[config.mk]
export PLATFORM = sky130hd
export DESIGN_NAME = ufc_channel
export DESIGN_NICKNAME = d
export VERILOG_FILES = /design/src/core/ufc_pkg.sv /design/src/core/ufc_channel.sv /design/src/core/ufc_sync.sv
export VERILOG_INCLUDE_DIRS = /design/src /design/src/core
export SDC_FILE = /design/constraint.sdc
export NUM_CORES = 1
export LEC_CHECK = 0
export CAP_MARGIN = 20
export CORE_MARGIN = 2
export CORE_UTILIZATION = 45
export DETAILED_ROUTE_END_ITERATION = 16
export DONT_BUFFER_PORTS = 1
export GPL_ROUTABILITY_DRIVEN = 0
export PLACE_DENSITY_LB_ADDON = 0.3
export SYNTH_ARGS = -nofsm -noshare
export SYNTH_HDL_FRONTEND = slang
export SYNTH_SLANG_ARGS = --single-unit
[constraint.sdc]
create_clock -name i_ref_clk -period 3.9 [get_ports i_ref_clk]
set_input_delay 0.195 -clock i_ref_clk [delete_from_list [all_inputs] [get_ports i_ref_clk]]
set_output_delay 0.195 -clock i_ref_clk [all_outputs]
set_load 0.02 [all_outputs]
[src/core/ufc_map.svh]
// register offsets, field positions and reset values of the channel
`ifndef UFC_MAP_SVH
`define UFC_MAP_SVH

`define UFC_A_LCR      5'h00
`define UFC_A_IER      5'h01
`define UFC_A_ISR      5'h02
`define UFC_A_FCR      5'h03
`define UFC_A_MCR      5'h04
`define UFC_A_LSR      5'h05
`define UFC_A_MSR      5'h06
`define UFC_A_SPR      5'h07
`define UFC_A_TCR      5'h08
`define UFC_A_TLR      5'h09
`define UFC_A_TX_SPACE_COUNT    5'h0a
`define UFC_A_DLL      5'h0b
`define UFC_A_DLM      5'h0c
`define UFC_A_DLD      5'h0d
`define UFC_A_EFR      5'h0e
`define UFC_A_FLOW_ON_CHAR_ONE     5'h0f
`define UFC_A_FLOW_ON_CHAR_TWO     5'h10
`define UFC_A_FLOW_OFF_CHAR_ONE    5'h11
`define UFC_A_FLOW_OFF_CHAR_TWO    5'h12
`define UFC_A_IOC      5'h13
`define UFC_A_EVST     5'h14
`define UFC_A_EVMSK    5'h15

`define UFC_RST_LCR    8'h1d
`define UFC_RST_ISR    8'h01
`define UFC_RST_LSR    8'h60
`define UFC_RST_TCR    8'h0f
`define UFC_RST_TX_SPACE_COUNT  8'h40
`define UFC_RST_DLL    8'h01
`define UFC_RST_DLM    8'h00
`define UFC_RST_SPR    8'hff
`define UFC_RST_CHAR   8'h00

`define UFC_PROT_IER   8'hf0
`define UFC_PROT_ISR   8'h30
`define UFC_PROT_FCR   8'h30
`define UFC_PROT_MCR   8'he0
`define UFC_PROT_ALL   8'hff

`define UFC_EFR_RXSEL  1:0
`define UFC_EFR_TXSEL  3:2
`define UFC_EFR_ENH    4
`define UFC_EFR_SPEC   5
`define UFC_EFR_ARTS   6
`define UFC_EFR_ACTS   7
`define UFC_SEL_OFF    2'h0
`define UFC_SEL_TWO    2'h1
`define UFC_SEL_ONE    2'h2
`define UFC_SEL_BOTH   2'h3

`define UFC_TCR_HALT   3:0
`define UFC_TCR_RESUME 7:4
`define UFC_TLR_RXTRIG 7:4
`define UFC_TRIG_MIN   7'h01
`define UFC_TX_DEPTH   7'h40
`define UFC_DLD_FRAC   3:0

`define UFC_MCR_DTR    0
`define UFC_MCR_RTS    1
`define UFC_IER_SPEC   5
`define UFC_ISR_SPEC   4
`define UFC_ISR_NOIRQ  0
`define UFC_IOC_SWRST  3
`define UFC_LSR_DR     0
`define UFC_LSR_THRE   5
`define UFC_LSR_TEMT   6
`define UFC_MSR_CTS    0

`define UFC_EV_SPEC    0
`define UFC_EV_OFF     1
`define UFC_EV_ON      2
`define UFC_EV_TRIG    3
`define UFC_EV_MODEM   4

`endif

[src/core/ufc_pkg.sv]
// types shared by the channel logic
package ufc_pkg;

  typedef logic [7:0] ufc_byte_type;
  typedef logic [4:0] ufc_ev_type;

  typedef enum logic [2:0] {
    ufc_st_idle   = 3'b001,
    ufc_st_first  = 3'b010,
    ufc_st_second = 3'b100
  } ufc_flow_st_type;

  typedef struct packed {
    ufc_byte_type    line_control_reg;
    ufc_byte_type    interrupt_enable_reg;
    ufc_byte_type    interrupt_status_reg;
    ufc_byte_type    fifo_control_reg;
    ufc_byte_type    modem_control_reg;
    ufc_byte_type    line_status_reg;
    ufc_byte_type    scratch_reg;
    ufc_byte_type    flow_level_reg;
    ufc_byte_type    trigger_level_reg;
    ufc_byte_type    tx_space_count;
    ufc_byte_type    dll;
    ufc_byte_type    divisor_high_reg;
    ufc_byte_type    divisor_fraction_reg;
    ufc_byte_type    enhanced_feature_control;
    ufc_byte_type    flow_on_char_one;
    ufc_byte_type    flow_on_char_two;
    ufc_byte_type    flow_off_char_one;
    ufc_byte_type    flow_off_char_two;
    ufc_byte_type    rdata;
    ufc_byte_type    flow_data;
    ufc_byte_type    rxf_data;
    ufc_ev_type      ev;
    ufc_ev_type      evmask;
    logic [3:0]      msr_delta;
    logic [3:0]      modem_prev;
    logic            swrst;
    logic            tx;
    logic            local_halt;
    logic            remote_halt;
    logic            send_on;
    logic            armed_on;
    logic            armed_off;
    logic            rts_auto;
    logic            trig_seen;
    logic            rxf_valid;
    ufc_flow_st_type fsm;
  } ufc_state_type;

endpackage

[src/core/ufc_channel.sv]
// enhanced-feature control, flow control and reset states of one channel
//
// The register addresses and strobed register access were decided locally.
`timescale 1ns/1ps
`include "ufc_map.svh"
module ufc_channel
  import ufc_pkg::*;
(
  input  wire logic       i_ref_clk,
  input  wire logic       i_resetn,
  input  wire logic       i_por_n,
  input  wire logic [4:0] i_addr,
  input  wire logic [7:0] i_wdata,
  input  wire logic       i_wr,
  input  wire logic       i_rd,
  output logic      [7:0] o_rdata,
  input  wire logic       i_rx_valid,
  input  wire logic [7:0] i_rx_data,
  output logic            o_rxf_valid,
  output logic      [7:0] o_rxf_data,
  input  wire logic [6:0] i_rx_level,
  input  wire logic [6:0] i_tx_level,
  input  wire logic       i_tx_idle,
  input  wire logic       i_tx_line,
  output logic            o_tx,
  output logic            o_tx_go,
  output logic            o_flow_valid,
  output logic      [7:0] o_flow_data,
  input  wire logic       i_flow_ready,
  input  wire logic       i_cts_n,
  input  wire logic       i_dsr_n,
  input  wire logic       i_ri_n,
  input  wire logic       i_cd_n,
  output logic            o_rts_n,
  output logic            o_dtr_n,
  output logic            o_irq_n,
  output logic     [19:0] o_divisor,
  output logic      [7:0] o_line_ctrl,
  output logic      [7:0] o_fifo_ctrl
);

  ufc_state_type s_q;
  ufc_state_type s_d;
  ufc_state_type s_rst;
  logic [3:0]    modem;
  logic          enh;
  logic          soft_rst;
  logic          irq;
  logic [1:0]    rx_sel;
  logic [1:0]    tx_sel;
  logic [6:0]    halt_lvl;
  logic [6:0]    resume_lvl;
  logic [6:0]    trig_lvl;
  logic [7:0]    rd_val;
  logic          store;
  logic          off_hit;
  logic          on_hit;
  logic          spec;
  ufc_ev_type    ev_new;

  ufc_sync #(
    .width(4)
  ) u_modem_sync (
    .i_ref_clk(i_ref_clk),
    .i_resetn (i_por_n),
    .i_async  ({i_cd_n, i_ri_n, i_dsr_n, i_cts_n}),
    .o_sync   (modem)
  );

  function automatic logic [7:0] prot_wr(input logic [7:0] old_v, input logic [7:0] new_v,
                                         input logic [7:0] mask, input logic en);
    prot_wr = en ? new_v : ((old_v & mask) | (new_v & ~mask));
  endfunction

  assign enh        = s_q.enhanced_feature_control[`UFC_EFR_ENH];
  assign soft_rst   = !i_resetn || s_q.swrst;
  assign irq        = |(s_q.ev & s_q.evmask);
  assign rx_sel     = s_q.enhanced_feature_control[`UFC_EFR_RXSEL];
  assign tx_sel     = s_q.enhanced_feature_control[`UFC_EFR_TXSEL];
  assign halt_lvl   = {1'b0, s_q.flow_level_reg[`UFC_TCR_HALT], 2'b00};
  assign resume_lvl = {1'b0, s_q.flow_level_reg[`UFC_TCR_RESUME], 2'b00};
  assign trig_lvl   = (s_q.trigger_level_reg[`UFC_TLR_RXTRIG] != 4'h0) ?
                      {1'b0, s_q.trigger_level_reg[`UFC_TLR_RXTRIG], 2'b00} : `UFC_TRIG_MIN;

  always_comb begin
    s_d     = s_q;
    rd_val  = 8'h00;
    store   = 1'b1;
    off_hit = 1'b0;
    on_hit  = 1'b0;
    spec    = 1'b0;
    ev_new  = '0;
    s_d.rdata      = 8'h00;
    s_d.rxf_valid  = 1'b0;
    s_d.tx         = i_tx_line;
    s_d.tx_space_count      = {1'b0, i_tx_level};
    s_d.line_status_reg        = 8'h00;
    s_d.line_status_reg[`UFC_LSR_TEMT] = i_tx_idle;
    s_d.line_status_reg[`UFC_LSR_THRE] = (i_tx_level == `UFC_TX_DEPTH);
    s_d.line_status_reg[`UFC_LSR_DR]   = (i_rx_level != 7'h00);
    s_d.modem_prev = modem;

    // register read
    case (i_addr)
      `UFC_A_LCR:   rd_val = s_q.line_control_reg;
      `UFC_A_IER:   rd_val = s_q.interrupt_enable_reg;
      `UFC_A_ISR:   rd_val = {s_q.interrupt_status_reg[7:1], ~irq};
      `UFC_A_FCR:   rd_val = s_q.fifo_control_reg;
      `UFC_A_MCR:   rd_val = s_q.modem_control_reg;
      `UFC_A_LSR:   rd_val = s_q.line_status_reg;
      `UFC_A_MSR:   rd_val = {~modem, s_q.msr_delta};
      `UFC_A_SPR:   rd_val = s_q.scratch_reg;
      `UFC_A_TCR:   rd_val = s_q.flow_level_reg;
      `UFC_A_TLR:   rd_val = s_q.trigger_level_reg;
      `UFC_A_TX_SPACE_COUNT: rd_val = s_q.tx_space_count;
      `UFC_A_DLL:   rd_val = s_q.dll;
      `UFC_A_DLM:   rd_val = s_q.divisor_high_reg;
      `UFC_A_DLD:   rd_val = s_q.divisor_fraction_reg;
      `UFC_A_EFR:   rd_val = s_q.enhanced_feature_control;
      `UFC_A_FLOW_ON_CHAR_ONE:  rd_val = s_q.flow_on_char_one;
      `UFC_A_FLOW_ON_CHAR_TWO:  rd_val = s_q.flow_on_char_two;
      `UFC_A_FLOW_OFF_CHAR_ONE: rd_val = s_q.flow_off_char_one;
      `UFC_A_FLOW_OFF_CHAR_TWO: rd_val = s_q.flow_off_char_two;
      `UFC_A_EVST:  rd_val = {3'h0, s_q.ev};
      `UFC_A_EVMSK: rd_val = {3'h0, s_q.evmask};
      default:      rd_val = 8'h00;
    endcase
    if (i_rd) begin
      s_d.rdata = rd_val;
    end

    // register write, protected bits gated by the enhanced-write bit
    if (i_wr) begin
      case (i_addr)
        `UFC_A_LCR:   s_d.line_control_reg = i_wdata;
        `UFC_A_IER:   s_d.interrupt_enable_reg = prot_wr(s_q.interrupt_enable_reg, i_wdata, `UFC_PROT_IER, enh);
        `UFC_A_ISR:   s_d.interrupt_status_reg = enh ? ((s_q.interrupt_status_reg & ~`UFC_PROT_ISR) | (i_wdata & `UFC_PROT_ISR))
                                    : s_q.interrupt_status_reg;
        `UFC_A_FCR:   s_d.fifo_control_reg = prot_wr(s_q.fifo_control_reg, i_wdata, `UFC_PROT_FCR, enh);
        `UFC_A_MCR:   s_d.modem_control_reg = prot_wr(s_q.modem_control_reg, i_wdata, `UFC_PROT_MCR, enh);
        `UFC_A_SPR:   s_d.scratch_reg = i_wdata;
        `UFC_A_TCR:   s_d.flow_level_reg = prot_wr(s_q.flow_level_reg, i_wdata, `UFC_PROT_ALL, enh);
        `UFC_A_TLR:   s_d.trigger_level_reg = prot_wr(s_q.trigger_level_reg, i_wdata, `UFC_PROT_ALL, enh);
        `UFC_A_DLL:   s_d.dll = i_wdata;
        `UFC_A_DLM:   s_d.divisor_high_reg = i_wdata;
        `UFC_A_DLD:   s_d.divisor_fraction_reg = prot_wr(s_q.divisor_fraction_reg, i_wdata, `UFC_PROT_ALL, enh);
        `UFC_A_EFR:   s_d.enhanced_feature_control = i_wdata;
        `UFC_A_FLOW_ON_CHAR_ONE:  s_d.flow_on_char_one = i_wdata;
        `UFC_A_FLOW_ON_CHAR_TWO:  s_d.flow_on_char_two = i_wdata;
        `UFC_A_FLOW_OFF_CHAR_ONE: s_d.flow_off_char_one = i_wdata;
        `UFC_A_FLOW_OFF_CHAR_TWO: s_d.flow_off_char_two = i_wdata;
        `UFC_A_IOC:   s_d.swrst = i_wdata[`UFC_IOC_SWRST];
        `UFC_A_EVMSK: s_d.evmask = i_wdata[4:0];
        default:      s_d.swrst = s_q.swrst;
      endcase
    end

    // receive comparison
    if (i_rx_valid) begin
      s_d.armed_on  = 1'b0;
      s_d.armed_off = 1'b0;
      case (rx_sel)
        `UFC_SEL_ONE: begin
          off_hit = (i_rx_data == s_q.flow_off_char_one);
          on_hit  = (i_rx_data == s_q.flow_on_char_one);
        end
        `UFC_SEL_TWO: begin
          off_hit = (i_rx_data == s_q.flow_off_char_two);
          on_hit  = (i_rx_data == s_q.flow_on_char_two);
        end
        `UFC_SEL_BOTH: begin
          off_hit       = s_q.armed_off && (i_rx_data == s_q.flow_off_char_two);
          on_hit        = s_q.armed_on && (i_rx_data == s_q.flow_on_char_two);
          s_d.armed_off = (i_rx_data == s_q.flow_off_char_one);
          s_d.armed_on  = (i_rx_data == s_q.flow_on_char_one);
        end
        default: begin
          off_hit = 1'b0;
          on_hit  = 1'b0;
        end
      endcase
      store = !(off_hit || on_hit);
      spec  = s_q.enhanced_feature_control[`UFC_EFR_SPEC] && (i_rx_data == s_q.flow_off_char_two);
      if (spec && (rx_sel != `UFC_SEL_TWO)) begin
        store = 1'b1;
      end
      s_d.rxf_valid = store;
      s_d.rxf_data  = i_rx_data;
    end
    if (off_hit) begin
      s_d.local_halt = 1'b1;
    end else if (on_hit || (rx_sel == `UFC_SEL_OFF)) begin
      s_d.local_halt = 1'b0;
    end

    // events: set wins over the clearing read
    ev_new[`UFC_EV_SPEC]  = spec && s_q.interrupt_enable_reg[`UFC_IER_SPEC];
    ev_new[`UFC_EV_OFF]   = off_hit;
    ev_new[`UFC_EV_ON]    = on_hit;
    s_d.trig_seen         = (i_rx_level >= trig_lvl);
    ev_new[`UFC_EV_TRIG]  = s_d.trig_seen && !s_q.trig_seen;
    ev_new[`UFC_EV_MODEM] = |(modem ^ s_q.modem_prev);
    s_d.ev = ((i_rd && (i_addr == `UFC_A_EVST)) ? '0 : s_q.ev) | ev_new;
    s_d.msr_delta = ((i_rd && (i_addr == `UFC_A_MSR)) ? 4'h0 : s_q.msr_delta)
                    | (modem ^ s_q.modem_prev);
    if (i_rd && (i_addr == `UFC_A_ISR)) begin
      s_d.interrupt_status_reg[`UFC_ISR_SPEC] = 1'b0;
    end
    if (spec) begin
      s_d.interrupt_status_reg[`UFC_ISR_SPEC] = 1'b1;
    end

    // automatic request-to-send level tracking
    if (i_rx_level >= halt_lvl) begin
      s_d.rts_auto = 1'b1;
    end else if (i_rx_level < resume_lvl) begin
      s_d.rts_auto = 1'b0;
    end

    // transmit flow characters
    case (s_q.fsm)
      ufc_st_idle: begin
        if (tx_sel != `UFC_SEL_OFF) begin
          if (!s_q.remote_halt && (i_rx_level >= halt_lvl)) begin
            s_d.fsm       = ufc_st_first;
            s_d.send_on   = 1'b0;
            s_d.flow_data = (tx_sel == `UFC_SEL_TWO) ? s_q.flow_off_char_two : s_q.flow_off_char_one;
          end else if (s_q.remote_halt && (i_rx_level < resume_lvl)) begin
            s_d.fsm       = ufc_st_first;
            s_d.send_on   = 1'b1;
            s_d.flow_data = (tx_sel == `UFC_SEL_TWO) ? s_q.flow_on_char_two : s_q.flow_on_char_one;
          end
        end
      end
      ufc_st_first: begin
        if (i_flow_ready) begin
          if (tx_sel == `UFC_SEL_BOTH) begin
            s_d.fsm       = ufc_st_second;
            s_d.flow_data = s_q.send_on ? s_q.flow_on_char_two : s_q.flow_off_char_two;
          end else begin
            s_d.fsm         = ufc_st_idle;
            s_d.remote_halt = !s_q.send_on;
          end
        end
      end
      ufc_st_second: begin
        if (i_flow_ready) begin
          s_d.fsm         = ufc_st_idle;
          s_d.remote_halt = !s_q.send_on;
        end
      end
      default: s_d.fsm = ufc_st_idle;
    endcase

    // reset values; power-up alone reaches DLL, DLM, scratch and characters
    s_rst            = '0;
    s_rst.line_control_reg        = `UFC_RST_LCR;
    s_rst.interrupt_status_reg        = `UFC_RST_ISR;
    s_rst.line_status_reg        = `UFC_RST_LSR;
    s_rst.flow_level_reg        = `UFC_RST_TCR;
    s_rst.tx_space_count      = `UFC_RST_TX_SPACE_COUNT;
    s_rst.dll        = `UFC_RST_DLL;
    s_rst.divisor_high_reg        = `UFC_RST_DLM;
    s_rst.scratch_reg        = `UFC_RST_SPR;
    s_rst.flow_on_char_one       = `UFC_RST_CHAR;
    s_rst.flow_on_char_two       = `UFC_RST_CHAR;
    s_rst.flow_off_char_one      = `UFC_RST_CHAR;
    s_rst.flow_off_char_two      = `UFC_RST_CHAR;
    s_rst.tx         = 1'b1;
    s_rst.modem_prev = modem;
    s_rst.fsm        = ufc_st_idle;
    if (!i_por_n) begin
      s_d = s_rst;
    end else if (soft_rst) begin
      s_d       = s_rst;
      s_d.dll   = s_q.dll;
      s_d.divisor_high_reg   = s_q.divisor_high_reg;
      s_d.scratch_reg   = s_q.scratch_reg;
      s_d.flow_on_char_one  = s_q.flow_on_char_one;
      s_d.flow_on_char_two  = s_q.flow_on_char_two;
      s_d.flow_off_char_one = s_q.flow_off_char_one;
      s_d.flow_off_char_two = s_q.flow_off_char_two;
    end
  end

  always_ff @(posedge i_ref_clk) begin
    s_q <= s_d;
  end

  assign o_rdata      = s_q.rdata;
  assign o_rxf_valid  = s_q.rxf_valid;
  assign o_rxf_data   = s_q.rxf_data;
  assign o_tx         = s_q.tx;
  assign o_flow_valid = (s_q.fsm != ufc_st_idle);
  assign o_flow_data  = s_q.flow_data;
  assign o_tx_go      = !s_q.local_halt
                        && !(s_q.enhanced_feature_control[`UFC_EFR_ACTS] && modem[`UFC_MSR_CTS]);
  assign o_rts_n      = (s_q.enhanced_feature_control[`UFC_EFR_ARTS] && s_q.modem_control_reg[`UFC_MCR_RTS]) ? s_q.rts_auto
                        : ~s_q.modem_control_reg[`UFC_MCR_RTS];
  assign o_dtr_n      = ~s_q.modem_control_reg[`UFC_MCR_DTR];
  assign o_irq_n      = ~irq;
  assign o_divisor    = {s_q.divisor_high_reg, s_q.dll, s_q.divisor_fraction_reg[`UFC_DLD_FRAC]};
  assign o_line_ctrl  = s_q.line_control_reg;
  assign o_fifo_ctrl  = s_q.fifo_control_reg;
endmodule

[src/core/ufc_sync.sv]
// two-flop synchroniser for pin inputs
`timescale 1ns/1ps
module ufc_sync #(
  parameter int width = 4
) (
  input  wire logic             i_ref_clk,
  input  wire logic             i_resetn,
  input  wire logic [width-1:0] i_async,
  output logic      [width-1:0] o_sync
);
  typedef struct packed {
    logic [width-1:0] s1;
    logic [width-1:0] s2;
  } ufc_sync_state_type;

  ufc_sync_state_type s_q;
  ufc_sync_state_type s_d;

  always_comb begin
    s_d.s1 = i_async;
    s_d.s2 = s_q.s1;
    if (!i_resetn) begin
      s_d.s1 = {width{1'b1}};
      s_d.s2 = {width{1'b1}};
    end
  end

  always_ff @(posedge i_ref_clk) begin
    s_q <= s_d;
  end

  assign o_sync = s_q.s2;
endmodule

==> impl_metrics.ini, run 1 <==
[synth]
yosys.area.top_type = dfxtp_1
synth.most_common_cell = dfxtp_1
ys_seq_area_frac = 0.393
ys_ff_latch = 195
synth-xor-area-share = 0.0308
yosys-top-cells-count = dfxtp_1 (195), nand2_1 (139), mux2i_1 (88)
synth_top_family_by_area = simple AND/OR/NAND/NOR gates
netlist_instances = 1163
synth-edff-count = 0
yosysUniqueCellTypes = 67
synth-compound-area-share = 0.163
ys.flop_type = dfxtp_1
muxShareOfSynthArea = 0.0886
synth_area_per_cell_um2 = 8.55
synth_simple_gate_area_frac = 0.216
synthAdderAreaFrac = 0.0151
synthTopCellsByArea = dfxtp_1 (39%), mux2i_1 (8.9%), nand2_1 (5.2%)
async_reset_ff_frac = 0
syn-cell-area_mm2 = 0.00995
yosys_warnings = 0
yosysTopAreaCellShare = 0.393
synth_fp_nets = 1223

[pwr]
p_per_area_mw_per_mm2 = 382
peakVddDrop_uv = 294
leakagePower_nw = 3.59

[worst_setup_path]
cp_max_fo = 15
crit_type = reg -> reg
cp_data_arrival_time_ns = 3.25
startpoint_type = register
reg2reg_slack_ns = 0.99
r2r_cells = 6
end_kind = register
reg2reg_from = s_q[12]$_SDFFE_PP0P_
cp.required_ns = 4.23
reg2reg_to = s_q[144]$_SDFFE_PN1P_

[placed_design]
place_area_mm2 = 0.00958
io_buffers = 0
hpwlAfterDp_mm = 23.5

[routing]
ant_nets = 0
dr.pass1.iters = 5
drc_errors = 0
drt_iter0_markers = 1123
num_vias = 8703
via_per_inst = 6.29
wl_mm = 33.8
wl_per_cell_um = 24.4

[global_route]
use_met1 = 0.360
grt_max_degree = 72
gr-usage-all-layers = 0.284
grt_pass1_wl_mm = 50.5
use_met2 = 0.445
grt_pass1_vias = 8142
grt_overflow = 0
grt_busiest_layer = met2
antenna_found_initial = 1
grtUsageMet3 = 0.0796

[status]
status = complete, no violations

[finish]
n_fill_cell = 2060
final_nets = 1152
drive_gt1_frac = 0.0580
n_antenna_cell = 0
final_util = 0.488
final_area_mm2 = 0.0106
area_growth_pct = 6.83
multiInputGateArea_mm2 = 0.00511
seq_area_mm2 = 0.00390

[floorplanning]
ios = 115
die_w_um = 153
dieHeight_um = 153
start_util = 0.457
core_area_mm2 = 0.0218
num_rows = 54
die-area_mm2 = 0.0233

[clock_network]
cts_made_buffers = 17
clkTransAtPathRegs_ns = 0.07
cts_resized = 0
cts_tree = yes
numClockSinks = 195
ctsHoldBuffers = 46
cts_buffer_depth = 2
clk_latency_ns = 0.44
post_cts.repair.setup_buffers = 0
h-tree-depth = 4
cts-root-buf = clkbuf_16

[sta]
fin_hold_ws_ns = 0.00990
skew_ns = 0.0127
final.min_clock_period_ns = 2.91
worst_slew_pin_slew_ns = 1.10
slew_viol_final = 0
finalHoldViolCount = 0
relSlewSlack = 0.265
fmax_mhz = 343
finalSetupTns_ns = 0
finalCritPeriodShare = 0.747
rsz0062_at_grt = false
setup_viol = 0

[min_path]
hold_class = in -> reg
holdPathEnd = s_q[5]$_SDFFE_PP0P_
hold_start = i_rx_level[6]
min_path_cells = 4

[run]
maxCapViolations = 0
## metrics by stage
stage | setup WS, ns | power, mW | instances
after detailed placement | 1.36 | 2.27 | 1307
after global placement | 1.42 | 2.26 | 1307
after global routing | 0.737 | 4.17 | 1384
after CTS | 1.01 | 4.07 | 1384
final | 0.986 | 4.06 | 1384
after floorplan | 1.92 | 2.27 | 1163
## cell families after synthesis
| logic type | Yosys count |
|---|---|
| muxes | 88 |
| buffers and inverters | 179 |
| adders and majority gates | 12 |
| and+or+nand+nor | 421 |
| DFF | 195 |
| xor gates and xnor gates | 35 |
| AOI/OAI and AO/OA | 233 |
## sequential cells by signal, indices dropped and copies added (netlist names)
| signal | cells |
|---|---|
| o_line_ctrl | 8 |
| halt_lvl | 4 |
| enh | 1 |
| o_rxf_data | 8 |
| o_rdata | 8 |
| o_fifo_ctrl | 8 |
| o_flow_data | 8 |
| u_modem_sync.o_sync | 4 |
| u_modem_sync.s_q | 4 |
| rx_sel | 2 |
| resume_lvl | 4 |
| o_divisor | 20 |
| s_q | 114 |
| o_tx | 1 |
| o_rxf_valid | 1 |
## routing by layer
| layer | share of wire | vias to the layer above |
|---|---|---|
| li1 | - | 3902 |
| met1 | 0.39 | 4125 |
| met2 | 0.45 | 564 |
| met3 | 0.11 | 110 |
| met4 | 0.049 | 2 |
| met5 | 0.00038 | - |
## cell type report
class | count | share of cell area
multi-input cells | 789 | 0.481
flip-flops and latches | 195 | 0.367
clock inverters | 11 | 0.0111
repair buffers | 61 | 0.0549
clock buffers | 20 | 0.0430
inverters | 28 | 0.00989
well taps | 280 | 0.0330
## power breakdown
part | switching [mW] | internal [mW] | leakage, nW
combinational | 0.168 | 0.108 | 1.73
sequential | 0.0253 | 2.01 | 1.58
clock | 0.817 | 0.928 | 0.276
total | 1.01 | 3.05 | 3.59
## cell usage in the layout, fill, tap and decap left out, types with 26 or more instances in the layout
cell,count
xnor2_1,35
a22oi_1,38
mux2i_1,88
a21boi_0,26
nor2_1,63
dfxtp_1,195
nand3_1,82
inv_1,28
nand2_1,138
dlygate4sd3_1,45
a21oi_1,61
## worst max path at each step
stage,from,endpoint,slack [ns]
after floorplan,halt_lvl[2]$_SDFFE_PP1P_,o_flow_data[7]$_SDFFE_PP0P_,1.92
after global placement,halt_lvl[4]$_SDFFE_PP1P_,o_flow_data[6]$_SDFFE_PP0P_,1.42
after detailed placement,halt_lvl[4]$_SDFFE_PP1P_,o_flow_data[3]$_SDFFE_PP0P_,1.36
after CTS,s_q[12]$_SDFFE_PP0P_,s_q[144]$_SDFFE_PN1P_,1.01
after global routing,s_q[12]$_SDFFE_PP0P_,s_q[144]$_SDFFE_PN1P_,0.74
final,s_q[12]$_SDFFE_PP0P_,s_q[144]$_SDFFE_PN1P_,0.99
## critical path, cell delays in order (launching register included)
cell and delay, ns:
dfxtp_1 0.30, nor2b_1 0.51, and2_1 0.59, and2_1 0.51
mux2i_1 0.26, nand2_1 0.07, dlygate4sd3_1 0.56
Note: power is estimated with default switching activity, not from simulation.
==> run 2, diff against run 1 <==
- clock period: 3.9 -> 2.4 ns (I/O delays scaled with it)
==> impl_metrics.ini, run 2 (synthesized netlist as in run 1, its figures left out) <==
[sta]
fmax_mhz = 457
slew_viol_final = 0
finalHoldViolCount = 0
relSlewSlack = 0.220
finalSetupTns_ns = 0
rsz0062_at_grt = false
final.min_clock_period_ns = 2.19
setup_viol = 0
finalCritPeriodShare = 0.911
worst_slew_pin_slew_ns = 1.17
fin_hold_ws_ns = 0.0224
skew_ns = 0.0114

[finish]
final_nets = 1195
area_growth_pct = 10.6
drive_gt1_frac = 0.0837
final_common_cell = dfxtp_1
largest-register = s_q
largest_reg_flops = 114
n_antenna_cell = 0
mostFrequentLayoutCells = dfxtp_1 (195), nand2_1 (138), mux2i_1 (88)

[worst_setup_path]
r2r_cells = 8
critPathCapture = o_flow_data[5]$_SDFFE_PP0P_
cp_max_fo = 11
cpPeakStageDelay_ns = 0.62
cp-startpoint = halt_lvl[5]$_SDFFE_PP1P_
cp_cell_sequence = inv_1, ha_1, nand2b_1, a211oi_1, buf_4, o21a_1, or4_1, a22oi_1
cp_data_arrival_time_ns = 2.55
reg2reg_to = o_flow_data[5]$_SDFFE_PP0P_
reg2reg_from = halt_lvl[5]$_SDFFE_PP1P_
startpoint_type = register
cp.depth = 8
worstPathBufferInverterCount = 2
reg2reg_slack_ns = 0.21
end_kind = register
cp_top_family = simple AND/OR/NAND/NOR gates
cp.required_ns = 2.76
slowest_stage = or4_1
crit_type = reg -> reg

[floorplanning]
start_util = 0.457
core_area_mm2 = 0.0218
die_w_um = 153
die-area_mm2 = 0.0233
num_rows = 54
dieHeight_um = 153
ios = 115

[global_route]
gr-usage-all-layers = 0.294
grt_max_degree = 73
grt_busiest_layer = met2
grt_pass1_vias = 8382
use_met2 = 0.458
grt_pass1_wl_mm = 52.2
grt_overflow = 0
use_met1 = 0.373
grtUsageMet3 = 0.0782
antenna_found_initial = 1

[routing]
dr.pass1.iters = 6
wl_per_cell_um = 24.5
ant_nets = 0
drc_errors = 0
via_per_inst = 6.21
wl_mm = 34.9
num_vias = 8867
drt_iter0_markers = 963

[clock_network]
h-tree-depth = 4
clkTransAtPathRegs_ns = 0.07
numClockSinks = 195
cts_made_buffers = 17
clk_latency_ns = 0.45
cts-root-buf = clkbuf_16
cts_buffer_depth = 2
cts_tree = yes

[pwr]
totalPowerFinal_mw = 6.70
leakagePower_nw = 3.79
p_per_area_mw_per_mm2 = 609
peakVddDrop_uv = 441

[placed_design]
io_buffers = 0
hpwlAfterDp_mm = 23.9

[min_path]
min_path_cells = 2
hold_start = i_wr
hold_class = in -> reg

[status]
status = complete, no violations

[run]
maxCapViolations = 0
-- run 2: cell types whose count changed in the layout (fill, tap and decap cells not counted), sizes merged --
| cell | change |
|---|---|
| buf | +32 |
| dlygate4sd3 | +11 |
| bufinv | +1 |
| clkbuf | -1 |
-- run 2: layer usage --
layer / routed length, µm / share of wire / vias up
met5: 0 / 0 / -
met4: 1910 / 0.055 / 0
met3: 3840 / 0.11 / 110
met2: 15600 / 0.45 / 588
met1: 13600 / 0.39 / 4184
li1: - / - / 3985
-- run 2: cell type report --
class / instances / area [µm²]
fillers: 2041 / 10800
multi-input cells: 789 / 5110
flip-flops and latches: 195 / 3900
repair buffers: 104 / 953
clock buffers: 19 / 433
well taps: 280 / 350
clock inverters: 12 / 146
inverters: 28 / 105
-- run 2: what timing repair did --
action | 4_1_cts | 5_1_grt
setup endpoints to repair | 0 | 2
setup buffers | 0 | 7
hold endpoints to repair | 172 | 0
gates resized for setup | 0 | 1
hold buffers | 57 | 0
-- run 2: power breakdown --
part | leakage, nW | total [mW] | switching, mW | internal [mW]
Clock | 0.279 | 2.91 | 1.35 | 1.56
Sequential | 1.58 | 3.31 | 0.0412 | 3.27
Combinational | 1.94 | 0.481 | 0.289 | 0.191
-- run 2: how the worst min path moves through the flow --
stage                                            to
after floorplan                 s_q[156]$_SDFF_PP1_
after global placement        s_q[146]$_SDFFE_PN1P_
after detailed placement  o_divisor[4]$_SDFFE_PN1P_
after CTS                      s_q[12]$_SDFFE_PP0P_
after global routing           s_q[12]$_SDFFE_PP0P_
final                          s_q[12]$_SDFFE_PP0P_
-- run 2: worst register-to-register path: cells and delay by family, from the launching register on --
kind / cells / cell delay, ns
AND/OR/NAND/NOR: 2 / 0.72
AO/OA/AOI/OAI: 3 / 0.50
flip-flops: 1 / 0.36
adder cells (fa/ha/maj): 1 / 0.28
buffers and inverters: 2 / 0.25
-- run 2: through the flow --
| stage | setup slack, ns | utilization | std cells | area, µm² |
|---|---|---|---|---|
| 6_report | 0.212 | 0.506 | 1427 | 11000 |
| 5_1_grt | 0.0531 | 0.506 | 1427 | 11000 |
| 4_1_cts | 0.0866 | 0.503 | 1420 | 10900 |
| 3_5_place_dp | 0.253 | 0.449 | 1332 | 9770 |
| 3_3_place_gp | 0.318 | 0.449 | 1332 | 9770 |
| 2_1_floorplan | 0.422 | - | 1163 | 9950 |
==> run 3, diff against run 2 <==
- ABC_AREA: default -> 1
- CORE_UTILIZATION: 45 -> 55
==> impl_metrics.ini, run 3 <==
[routing]
ant_nets = 0
drt_iter0_markers = 1082
drc_errors = 0
wl_mm = 32.0
wl_per_cell_um = 19.6
via_per_inst = 5.89
num_vias = 9603
dr.pass1.iters = 6

[finish]
final_nets = 1452
drive_gt1_frac = 0.0541
final_util = 0.610
largest-register = s_q
final_common_cell = nand2_1
mostFrequentLayoutCells = nand2_1 (260), dfxtp_1 (195), inv_1 (192)
largest_reg_flops = 114
area_growth_pct = 8.18
n_fill_cell = 1611

[worst_setup_path]
crit_type = in -> reg
cp.required_ns = 2.74
startpoint_type = input pin
crit_top_cell = nand2_1
cp_top_family = buffers and inverters
cpPeakStageDelay_ns = 0.57
cp_cell_sequence = dlygate4sd3_1, nand2_1, nor2_1, nand2_1, buf_4, nor2_1, inv_1, nand2_1, nand3_1, dlygate4sd3_1
worstPathBufferInverterCount = 4
cp_data_arrival_time_ns = 2.54
cp_max_fo = 7
end_kind = register
slowest_stage = dlygate4sd3_1

[clock_network]
numClockSinks = 195
cts_made_buffers = 17
cts_resized = 0
clk_latency_ns = 0.45
cts-root-buf = clkbuf_16
cts_buffer_depth = 2
post_cts.repair.setup_buffers = 0
clkTransAtPathRegs_ns = 0.08
ctsHoldBuffers = 44
h-tree-depth = 4
cts_tree = yes

[min_path]
hold_class = in -> reg

[global_route]
gr-usage-all-layers = 0.347
grt_max_degree = 58
grt_overflow = 0
antenna_found_initial = 1
grt_pass1_vias = 8895
grt_pass1_wl_mm = 49.0

[synth]
yosysUniqueCellTypes = 40
ys_seq_area_frac = 0.400
yosys.area.top_type = dfxtp_1
synth-edff-count = 0
yosys_warnings = 0
ys.flop_type = dfxtp_1
async_reset_ff_frac = 0
syn-cell-area_mm2 = 0.00976
netlist_instances = 1424
synth.most_common_cell = nand2_1
synth_fp_nets = 1484
ys_ff_latch = 195
synth_area_per_cell_um2 = 6.85
yosys-top-cells-count = nand2_1 (260), dfxtp_1 (195), inv_1 (192)
yosysTopAreaCellShare = 0.400
synthTopCellsByArea = dfxtp_1 (40%), nand2_1 (10%), o21ai_0 (8.0%)

[floorplanning]
die_w_um = 137
die-area_mm2 = 0.0188
num_rows = 48
core_area_mm2 = 0.0173
ios = 115
dieHeight_um = 137
start_util = 0.564

[sta]
finalSetupTns_ns = 0
worst_slew_pin_slew_ns = 1.00
slew_viol_final = 0
finalCritPeriodShare = 0.914
skew_ns = 0.0113
rsz0062_at_grt = false
finalHoldViolCount = 0
fmax_mhz = 456
setup_viol = 0
final.min_clock_period_ns = 2.19
relSlewSlack = 0.329

[pwr]
p_per_area_mw_per_mm2 = 634
leakagePower_nw = 4.25
peakVddDrop_uv = 549

[placed_design]
io_buffers = 0
hpwlAfterDp_mm = 22.7

[status]
status = complete, no violations

[run]
maxCapViolations = 0
[run 3: changes by cell type in the layout (fill, tap and decap cells not counted), sizes merged, moves of 64 or more]
cell,before,now
inv,34,202
o21ai,16,157
nand2,140,263
nor2,65,179
mux2i,88,0
a21oi,61,125
[run 3: layout make-up]
class                      count  area [µm²]  share of cell area
multi-input combinational    922        4460               0.422
timing repair buffer          57         573              0.0543
sequential                   195        3900               0.370
antenna                        1        2.50            0.000237
clock inverter                13         146              0.0139
tap                          225         282              0.0267
inverter                     199         747              0.0708
clock buffer                  19         443              0.0420
[run 3: power by group]
group          total, mW  internal [mW]  switching [mW]
clock network       2.92           1.58            1.33
registers           3.31           3.27          0.0372
logic              0.467          0.160           0.307
total               6.69           5.02            1.68
[run 3: worst register-to-register path, cell delays in order, from the launching register on]
cell and delay (ns):
dfxtp_1 0.30, nor2_1 0.11, inv_1 0.13, nor2_4 0.28, inv_1 0.25, buf_12 0.25, a41oi_1 0.21, dlygate4sd3_1 0.58
[run 3: cells by family (layout without fill, tap and decap cells)]
family	Yosys count	after routing	synth area share
fa+ha+maj	12	12	0.0154
other cells	0	1	0
simple gates	549	549	0.237
compound gates	346	346	0.190
flops	195	195	0.400
buf+inv	307	288	0.144
xor+xnor	15	15	0.0135
[run 3: worst paths after layout]
path                                                        start               endpoint  slack [ns]  cells past startpoint
worst min register to register  u_modem_sync.o_sync[2]$_SDFF_PN1_        s_q[15]$_DFF_P_        0.39                      0
worst max-delay path                                    i_addr[1]  s_q[147]$_SDFFE_PN1P_        0.21                     10
worst max register to register               s_q[12]$_SDFFE_PP0P_    s_q[151]$_SDFF_PP0_        0.24                      7
worst min-delay path                                 i_rx_data[1]    s_q[7]$_SDFFE_PP0P_        0.02                      5
[run 3: through the flow]
| stage | instances | setup slack (ns) | cell area [µm²] | hold WS, ns | power, mW |
|---|---|---|---|---|---|
| 6_report | 1631 | 0.206 | 10600 | 0.0245 | 6.69 |
| 3_5_place_dp | 1554 | 0.460 | 9510 | 0.229 | 3.72 |
| 2_1_floorplan | 1424 | 0.666 | 9760 | 0.227 | 3.66 |
| 5_1_grt | 1631 | 0.0785 | 10600 | 0.0370 | 6.86 |
| 4_1_cts | 1630 | 0.313 | 10600 | 0.0101 | 6.69 |
| 3_3_place_gp | 1554 | 0.547 | 9510 | 0.222 | 3.71 |
[run 3: per-layer routing]
metal,vias to the layer above,GRT usage,wire [µm]
li1,4493,-,-
met1,4339,0.437,12600
met2,620,0.524,13800
met3,151,0.0982,3510
met4,0,0.214,2080
met5,-,0,0
